--- src/pkg/acws_pkg.sv ---
// Package for the converter control-word decoder and channel sequencer.
package acws_pkg;
   // ==========================================================
   // Control word layout
   localparam int WORD_BITS      = 12;
   localparam int XFER_EDGES     = 16;
   localparam int MASK_BITS      = 16;
   localparam int BIT_UPDATE     = 11;
   localparam int BIT_SEQ_EN     = 10;
   localparam int BIT_CH_HI      = 9;
   localparam int BIT_CH_LO      = 6;
   localparam int BIT_PM_HI      = 5;
   localparam int BIT_PM_LO      = 4;
   localparam int BIT_SEQ_PROG   = 3;
   localparam int BIT_WEAK_OUT   = 2;
   localparam int BIT_SPAN       = 1;
   localparam int BIT_CODING     = 0;
   localparam int MUX_EDGE       = 14;
   localparam int ADDR_BITS      = 4;
   localparam int RESULT_BITS    = 12;
   // ==========================================================
   // Reset value of the configuration: normal power, ones elsewhere off.
   localparam logic [10:0] CFG_RESET = 11'h030;
   // ==========================================================
   // Timing
   localparam int CLK_MHZ        = 100;
   localparam int WAKE_NS        = 1000;
   localparam int WAKE_CYCLES    = (WAKE_NS * CLK_MHZ + 999) / 1000;
   localparam int STBY_NS        = 1000;
   localparam int STBY_CYCLES    = (STBY_NS * CLK_MHZ + 999) / 1000;

   typedef enum logic [1:0] {
      ACWS_PM_STANDBY  = 2'h0,
      ACWS_PM_AUTO_OFF = 2'h1,
      ACWS_PM_SHUTDOWN = 2'h2,
      ACWS_PM_NORMAL   = 2'h3
   } acws_pm_t;

   typedef enum logic [1:0] {
      ACWS_SQ_SINGLE   = 2'h0,
      ACWS_SQ_PROGRAM  = 2'h1,
      ACWS_SQ_KEEP     = 2'h2,
      ACWS_SQ_CONSEC   = 2'h3
   } acws_sq_t;

   typedef enum logic [2:0] {
      ACWS_MASK_RUN    = 3'h1,
      ACWS_CONSEC_RUN  = 3'h2,
      ACWS_NO_SEQ      = 3'h4
   } acws_state_t;

   typedef struct packed {
      logic           seq_en;
      logic [3:0]     channel_select;
      logic           power_mode_hi;
      logic           power_mode_lo;
      logic           seq_prog;
      logic           weak_out;
      logic           span_ref;
      logic           straight_binary;
   } acws_cfg_t;

   typedef struct packed {
      logic           powered;
      logic           bias_on;
      logic           awake;
      logic           span_ref;
      logic           straight_binary;
   } acws_analog_t;
endpackage

--- src/core/acws_sync.sv ---
// Two-flop synchroniser bank for pin inputs.
`timescale 1ns/100ps
`default_nettype none
module acws_sync #(
   parameter int W = 3
) (
   input  wire logic         mclk,
   input  wire logic         rstn,
   input  wire logic [W-1:0] d,
   output var  logic [W-1:0] q
);
   logic [W-1:0] meta;

   // ==========================================================
   // Synchroniser
   // The first stage feeds only the second, to keep metastability contained.
   // Both stages reset to ones, the idle level of the serial pins, so no false edge follows reset.
   always_ff @(posedge mclk) begin
      if (!rstn) begin
         meta <= '1;
         q    <= '1;
      end else begin
         meta <= d;
         q    <= meta;
      end
   end
endmodule
`default_nettype wire

--- src/core/acws_core.sv ---
// Control-word decoder and channel sequencer for a 16-input serial converter.
// Notes on behaviour
// - Load the 11 lower bits only when the update bit is one.
// - Sequencer enable and program bit together pick one of four modes.
// - Channel field bits 9..6 are an unsigned index 0 to 15.
// - A new channel field takes effect at the 14th falling edge of the frame that writes it.
// - The result's channel address leads the 12 result bits out.
// - The mux moves to the next channel on the 14th falling clock edge.
// - Power bits 5,4: 11 normal, 10 shutdown, 01 auto shutdown, 00 standby.
// - Normal mode keeps everything powered whatever the inputs do.
// - Full shutdown keeps configuration and lasts until power bits change.
// - Auto shutdown powers down after updating conversions; wake takes 1 us.
// - Auto standby keeps bias on and recovers within one dummy transfer.
// - Bit 2 set: output weakly holds next address top bit; else released.
// - Bit 1 selects span: 0 is twice reference, 1 is reference.
// - Bit 0 selects coding: 0 twos complement, 1 straight binary.
// - With both sequencer bits clear, convert the previously written channel.
// - Program mode takes the next transfer as the channel mask.
// - Mode 1,0 updates other bits without disturbing a running sequence.
// - Mode 1,1 runs channels 0 up to the selected last channel.
// - Bits enter MSB first on falling edges; first 12 of 16 are kept.
// - Mask sequence ascends from lowest until a write leaves mode 1,0.
`timescale 1ns/100ps
`default_nettype none
module acws_core
   import acws_pkg::*;
#(
   parameter int WAKE_CNT = acws_pkg::WAKE_CYCLES,
   parameter int STBY_CNT = acws_pkg::STBY_CYCLES
) (
   input  wire logic                 mclk,
   input  wire logic                 rstn,
   input  wire logic                 sclk,
   input  wire logic                 cs_n,
   input  wire logic                 din,
   input  wire logic [11:0]          result,
   output var  logic                 dout_o,
   output var  logic                 dout_oe,
   output var  logic                 dout_weak,
   output var  logic [3:0]           mux_channel,
   output var  logic                 sample,
   output var  acws_pkg::acws_cfg_t  cfg,
   output var  logic [15:0]          channel_mask,
   output var  acws_pkg::acws_analog_t analog
);
   import acws_pkg::*;

   logic [2:0]     pins;
   logic           sclk_s;
   logic           cs_n_s;
   logic           din_s;
   logic           sclk_d;
   logic           cs_d;
   logic           fall;
   logic           cs_fall;
   logic           cs_rise;
   logic [4:0]     edge_cnt;
   logic [11:0]    shift_in;
   logic [15:0]    shift_mask;
   logic [15:0]    shift_out;
   logic           in_frame;
   logic           mask_next;
   logic           mask_frame;
   logic [3:0]     conv_ch;
   logic [3:0]     next_ch;
   logic [3:0]     pend_ch;
   logic [3:0]     last_ch;
   logic           update_pend;
   logic [15:0]    wake_cnt;
   logic           asleep;
   acws_state_t    state;
   acws_pm_t       pm;
   logic [3:0]     mask_first;
   logic [3:0]     mask_after;
   logic           mask_after_ok;

   assign pins = {sclk, cs_n, din};

   acws_sync #(
      .W (3)
   ) u_sync (
      .mclk (mclk),
      .rstn (rstn),
      .d    (pins),
      .q    ({sclk_s, cs_n_s, din_s})
   );

   // ==========================================================
   // Edge detection on the synchronised serial pins
   always_ff @(posedge mclk) begin
      if (!rstn) begin
         sclk_d <= 1'b1;
         cs_d   <= 1'b1;
      end else begin
         sclk_d <= sclk_s;
         cs_d   <= cs_n_s;
      end
   end

   assign fall    = sclk_d & ~sclk_s & ~cs_n_s;
   assign cs_fall = cs_d & ~cs_n_s;
   assign cs_rise = ~cs_d & cs_n_s;
   assign pm      = acws_pm_t'({cfg.power_mode_hi, cfg.power_mode_lo});

   // Lowest set mask bit, and lowest set bit above the channel now converted.
   always_comb begin
      mask_first    = 4'h0;
      mask_after    = 4'h0;
      mask_after_ok = 1'b0;
      for (int i = MASK_BITS - 1; i >= 0; i--) begin
         if (channel_mask[i]) begin
            mask_first = i[3:0];
         end
         if (channel_mask[i] && i > int'(conv_ch)) begin
            mask_after    = i[3:0];
            mask_after_ok = 1'b1;
         end
      end
   end

   // Channel for the next conversion, chosen by the sequencer state.
   always_comb begin
      case (state)
         ACWS_MASK_RUN: begin
            next_ch = mask_after_ok ? mask_after : mask_first;
         end
         ACWS_CONSEC_RUN: begin
            next_ch = (conv_ch >= last_ch) ? 4'h0 : conv_ch + 4'h1;
         end
         ACWS_NO_SEQ: begin
            next_ch = pend_ch;
         end
         default: begin
            next_ch = pend_ch;
         end
      endcase
   end

   // ==========================================================
   // Frame counter and input shifting
   always_ff @(posedge mclk) begin
      if (!rstn) begin
         edge_cnt   <= 5'h00;
         in_frame   <= 1'b0;
         shift_in   <= 12'h000;
         shift_mask <= 16'h0000;
      end else if (cs_fall) begin
         edge_cnt <= 5'h00;
         in_frame <= 1'b1;
      end else if (cs_rise) begin
         in_frame <= 1'b0;
      end else if (fall && in_frame && edge_cnt < 5'(XFER_EDGES)) begin
         edge_cnt   <= edge_cnt + 5'h01;
         shift_mask <= {shift_mask[14:0], din_s};
         if (edge_cnt < 5'(WORD_BITS)) begin
            shift_in <= {shift_in[10:0], din_s};
         end
      end
   end

   // ==========================================================
   // Configuration register and mask register
   always_ff @(posedge mclk) begin
      if (!rstn) begin
         cfg          <= acws_cfg_t'(CFG_RESET);
         channel_mask <= 16'h0000;
         mask_next    <= 1'b0;
         mask_frame   <= 1'b0;
         update_pend  <= 1'b0;
      end else begin
         update_pend <= 1'b0;
         if (cs_fall) begin
            mask_frame <= mask_next;
         end
         if (fall && in_frame && edge_cnt == 5'(XFER_EDGES - 1) && mask_frame) begin
            channel_mask <= {shift_mask[14:0], din_s};
            mask_next    <= 1'b0;
         end else if (fall && in_frame && edge_cnt == 5'(WORD_BITS - 1) && !mask_frame) begin
            if (shift_in[BIT_UPDATE-1]) begin
               cfg         <= acws_cfg_t'({shift_in[9:0], din_s});
               update_pend <= 1'b1;
               mask_next   <= ~shift_in[BIT_SEQ_EN-1] & shift_in[BIT_SEQ_PROG-1];
            end
         end
      end
   end

   // ==========================================================
   // Sequencer state and channel pointers
   always_ff @(posedge mclk) begin
      if (!rstn) begin
         state   <= ACWS_NO_SEQ;
         pend_ch <= 4'h0;
         last_ch <= 4'hF;
         conv_ch <= 4'h0;
         mux_channel <= 4'h0;
         sample  <= 1'b0;
      end else begin
         sample <= cs_fall;
         if (cs_fall) begin
            conv_ch <= mux_channel;
         end
         if (fall && in_frame && edge_cnt == 5'(MUX_EDGE - 1)) begin
            mux_channel <= next_ch;
         end
         if (update_pend) begin
            case (acws_sq_t'({cfg.seq_en, cfg.seq_prog}))
               ACWS_SQ_SINGLE: begin
                  state <= ACWS_NO_SEQ;
                  pend_ch <= cfg.channel_select;
               end
               ACWS_SQ_PROGRAM: begin
                  state <= ACWS_MASK_RUN;
               end
               ACWS_SQ_KEEP: begin
                  state <= state;
               end
               ACWS_SQ_CONSEC: begin
                  state   <= ACWS_CONSEC_RUN;
                  last_ch <= cfg.channel_select;
               end
               default: begin
                  state <= ACWS_NO_SEQ;
               end
            endcase
         end
      end
   end

   // ==========================================================
   // Power management
   // A single counter serves both wake-up times, since only one mode is active.
   always_ff @(posedge mclk) begin
      if (!rstn) begin
         asleep   <= 1'b0;
         wake_cnt <= 16'h0000;
      end else if (pm == ACWS_PM_NORMAL || pm == ACWS_PM_SHUTDOWN) begin
         asleep   <= 1'b0;
         wake_cnt <= 16'h0000;
      end else if (update_pend) begin
         asleep <= 1'b1;
      end else if (asleep && cs_fall) begin
         asleep   <= 1'b0;
         wake_cnt <= (pm == ACWS_PM_AUTO_OFF) ? 16'(WAKE_CNT) : 16'(STBY_CNT);
      end else if (wake_cnt != 16'h0000) begin
         wake_cnt <= wake_cnt - 16'h0001;
      end
   end

   always_ff @(posedge mclk) begin
      if (!rstn) begin
         analog <= '0;
      end else begin
         analog.powered         <= pm != ACWS_PM_SHUTDOWN && !asleep;
         analog.bias_on         <= pm != ACWS_PM_SHUTDOWN &&
                                   !(asleep && pm == ACWS_PM_AUTO_OFF);
         analog.awake           <= pm != ACWS_PM_SHUTDOWN && !asleep &&
                                   wake_cnt == 16'h0000;
         analog.span_ref        <= cfg.span_ref;
         analog.straight_binary <= cfg.straight_binary;
      end
   end

   // ==========================================================
   // Serial output
   // Data changes on falling edges so the host can sample it on the next one.
   always_ff @(posedge mclk) begin
      if (!rstn) begin
         shift_out <= 16'h0000;
         dout_o    <= 1'b0;
         dout_oe   <= 1'b0;
         dout_weak <= 1'b0;
      end else if (cs_fall) begin
         shift_out <= {mux_channel[2:0], result, 1'b0};
         dout_o    <= mux_channel[ADDR_BITS-1];
         dout_oe   <= 1'b1;
         dout_weak <= 1'b0;
      end else if (fall && in_frame && edge_cnt < 5'(XFER_EDGES - 1)) begin
         dout_o    <= shift_out[15];
         shift_out <= {shift_out[14:0], 1'b0};
      end else if (cs_rise || (fall && edge_cnt == 5'(XFER_EDGES - 1))) begin
         dout_o    <= mux_channel[ADDR_BITS-1];
         dout_oe   <= cfg.weak_out;
         dout_weak <= cfg.weak_out;
      end
   end
endmodule
`default_nettype wire

--- config.mk ---
export PLATFORM = sky130hd
export DESIGN_NAME = acws_core
export DESIGN_NICKNAME = d
export VERILOG_FILES = /design/src/pkg/acws_pkg.sv /design/src/core/acws_sync.sv /design/src/core/acws_core.sv
export SDC_FILE = /design/constraint.sdc
export NUM_CORES = 1
export LEC_CHECK = 0
export ABC_CLOCK_PERIOD_IN_PS = 3800
export BUFFER_PORTS_ARGS = -buffer_cell sky130_fd_sc_hd__buf_2
export CORE_MARGIN = 2
export CORE_UTILIZATION = 63
export DETAILED_ROUTE_END_ITERATION = 6
export PLACE_DENSITY = 0.88
export SETUP_SLACK_MARGIN = 0.15
export SYNTH_ARGS = -nofsm -noshare
export SYNTH_HDL_FRONTEND = slang
export SYNTH_SLANG_ARGS = --single-unit
--- constraint.sdc ---
create_clock -name mclk -period 3.8 [get_ports mclk]
set_input_delay 0.19 -clock mclk [delete_from_list [all_inputs] [get_ports mclk]]
set_output_delay 0.19 -clock mclk [all_outputs]
set_load 0.05 [all_outputs]
==> key figures <==
Timing
  • Pins over their slew limit: 0
  • Slew of the pin with the lowest slew margin: 1.10 ns
  • Final setup viols: 0
  • Final setup TNS: 0 ns
  • Final Hold Vio Count: 0
  • Setup Skew: 0.0125 ns
  • Relative slew slack: 26.4%
  • Achievable frequency: 413 MHz
  • Tcrit/Tclk final: 63.8%
  • Worst hold margin: 0.000758 ns
  • RSZ-0062 raised after global routing: no
  • Min Tclk post-route: 2.42 ns

Synth
  • Synthesized instance count: 708
  • Share of the synthesized area in the top cell type: 44.1%
  • Synth Flop Type: dfxtp_1
  • Yosys cell types: 57
  • Synth warnings: 0
  • Synthesized cell area: 5910 µm²
  • Async set-reset flop share out of synthesis: 0%
  • Count leader, synth: nand2_1
  • EDFF count, synth: 0
  • Most frequent cells after synthesis: nand2_1 (151), dfxtp_1 (130), a21boi_0 (54)
  • Mapped Nets: 738
  • Seq cells post-synth: 130
  • Sequential fraction of the synthesis area: 44.1%
  • Area leader, netlist: dfxtp_1
  • Top cells by area, synth: dfxtp_1 (44%), nand2_1 (9.6%), a21boi_0 (6.9%)
  • Syn Area/Cell: 8.34 µm²

Routing
  • Via count: 5,218
  • Routed wire length: 14,200 µm
  • ANT nets after route: 0
  • DR pass1 iterations: 6
  • Average vias per placed instance: 5.92
  • Routed WL per cell: 16.1 µm
  • DRC Markers: 0
  • Starting DRT DRC Count: 328

GRT
  • First-pass GRT wire length: 23,700 µm
  • Number of global-route vias before repair: 5,083
  • GR Util All Layers: 29.3%
  • Total gr overflow: 0
  • Largest net degree at the start of global routing: 60
  • Initial antenna violation count: 0

Layout
  • Finished Cell Area: 6940 µm²
  • Share of cells above drive strength 1: 13.2%
  • Fillers: 633
  • Util after Layout: 75.8%
  • Area grow syn2layout: 17.4%
  • Final nets: 788
  • Final non-filler cell total: 882
  • Ant diodes: 0

Job
  • Max-Cap Viols: 0

Clock tree
  • Postcts setup bufs: 0
  • Worst skew pair latency: 0.52 ns
  • CTS resizes: 0
  • Num CTS Buffers: 17
  • Clock root buffer master: clkbuf_8
  • CTS max path bufs: 2
  • H-tree levels: 4
  • Clk slew on worst S/H paths: 0.06 ns
  • CTS tree: done
  • Clock tree sinks: 130

Place
  • GPL Wtd Cong: 0.931
  • Dpl cell area: 6210 µm²
  • Detail Placement HPWL: 9080 µm
  • Port buffer count: 56
  • Placed Cells: 842

Worst setup path
  • Req. time, crit path: 4.22 ns
  • Family with the most delay on the worst path: compound AO/OA/AOI/OAI gates
  • Max stage delay on crit path: 0.83 ns
  • CP max FO: 16
  • CP cell instances: nor2_1 > and4_1 > nand2_1 > a21oi_1 > nand2_1 > a21boi_0
  • CP Launch Type: flop
  • Critical Path Most Common Cell: nand2_1
  • CP bufs+invs: 0
  • Critical path capture point type: flop
  • Critical path class: flop to flop
  • CP Data Arrival Time: 2.85 ns
  • Crit-path slowest cell: a21oi_1

Power
  • Power Dens Cells: 467 nW/µm²
  • Pleak: 2.87 nW
  • Max VDD drop: 229 µV

Floorplan
  • IO Count: 57
  • Die span in x: 101 µm
  • Die Y: 101 µm
  • Starting density of the core: 64.5%
  • Core area: 9150 µm²
  • Site row count: 35
  • Area of the die: 10,200 µm²

Worst hold path
  • HP Class: input pin to flop

Status
  • Status: finished clean
==> final cells by class <==
| class | instances | area [µm²] | area share, % |
|---|---|---|---|
| Tap cell | 111 | 139 | 2.00 |
| Inverter | 22 | 82.6 | 1.19 |
| Clock buffer | 18 | 418 | 6.03 |
| Multi-Input combinational cell | 520 | 3080 | 44.5 |
| Sequential cell | 130 | 2600 | 37.5 |
| Clock inverter | 14 | 226 | 3.27 |
| Timing Repair Buffer | 67 | 383 | 5.52 |
==> cells by family after synthesis <==
group           after synthesis  share of synthesized area (%)
buf+inv                      58                           3.79
compound gates              155                           17.9
fa+ha+maj                    13                           2.75
flops                       130                           44.1
xor+xnor                     18                           2.67
simple gates                309                           24.6
mux                          25                           4.24
==> registers in the layout, summed over array words and instances, names as in the netlist, 3 cells and up <==
signal,count
u_sync.q,3
shift_mask,15
shift_in,11
last_ch,4
state,3
cfg,11
conv_ch,4
mux_channel,4
edge_cnt,5
u_sync.meta,3
channel_mask,16
shift_out,15
pend_ch,4
wake_cnt,16
analog,5
==> cells in the final DEF (no fill, tap or decap), drive strengths merged, types with 5 or more instances in the layout <==
cell / count
nand2: 151
dfxtp: 130
buf: 59
a21boi: 54
nor2: 51
o21ai: 38
inv: 26
mux2i: 25
and2: 21
a21oi: 18
clkbuf: 18
nand3: 16
nor2b: 16
ha: 13
nand2b: 11
xor2: 10
a211oi: 8
xnor2: 8
dlygate4sd3: 8
nand4: 7
nor3: 6
or4: 6
o211ai: 5
a31oi: 5
bufinv: 5
==> through the flow <==
step,setup slack (ns),power [mW]
after global routing,1.23,3.31
after global placement,1.68,1.48
final,1.38,3.24
after detailed placement,1.57,1.48
after floorplan,1.80,1.46
after CTS,1.41,3.24
==> metal layers <==
metal | global-route usage [%] | vias to the layer above | part of all wire, % | wire (µm)
met3 | 6.87 | 37 | 5.8 | 828
met1 | 35.2 | 2448 | 42 | 6010
met5 | 0 | - | 0 | 0
met2 | 49.1 | 209 | 49 | 7000
met4 | 14.5 | 0 | 2.7 | 386
li1 | - | 2524 | - | -
==> tightest hold or removal path: cells and delay by family <==
family	cells	cell delay (ns)
and+or+nand+nor	2	0.16
buffers and inverters	1	0.07
AOI/OAI and AO/OA	1	0.06
==> where the power goes <==
part / leakage, nW / switching [mW] / internal (mW)
clock: 0.312 / 0.635 / 1.14
sequential: 1.05 / 0.00532 / 1.37
combinational: 1.51 / 0.0457 / 0.0343
total: 2.87 / 0.686 / 2.55
==> timing repair <==
item | 4_1_cts | 5_1_grt
endpoints found under the hold margin | 8 | 0
setup endpoints to repair | 0 | 0
hold buffers | 8 | 0
==> path summary, 6_finish.rpt <==
kind                              from                   endpoint  slack [ns]  cells past startpoint
min reg2reg  u_sync.meta[2]$_SDFF_PN1_     u_sync.q[2]$_SDFF_PN1_        0.41                      1
max             u_sync.q[1]$_SDFF_PN1_   shift_in[2]$_SDFFE_PN0P_        1.38                      6
min                          result[8]  shift_out[9]$_SDFFE_PN0P_      0.0008                      4
max reg2reg     u_sync.q[1]$_SDFF_PN1_   shift_in[2]$_SDFFE_PN0P_        1.38                      6
No activity file was read; power rests on OpenSTA's default activity.
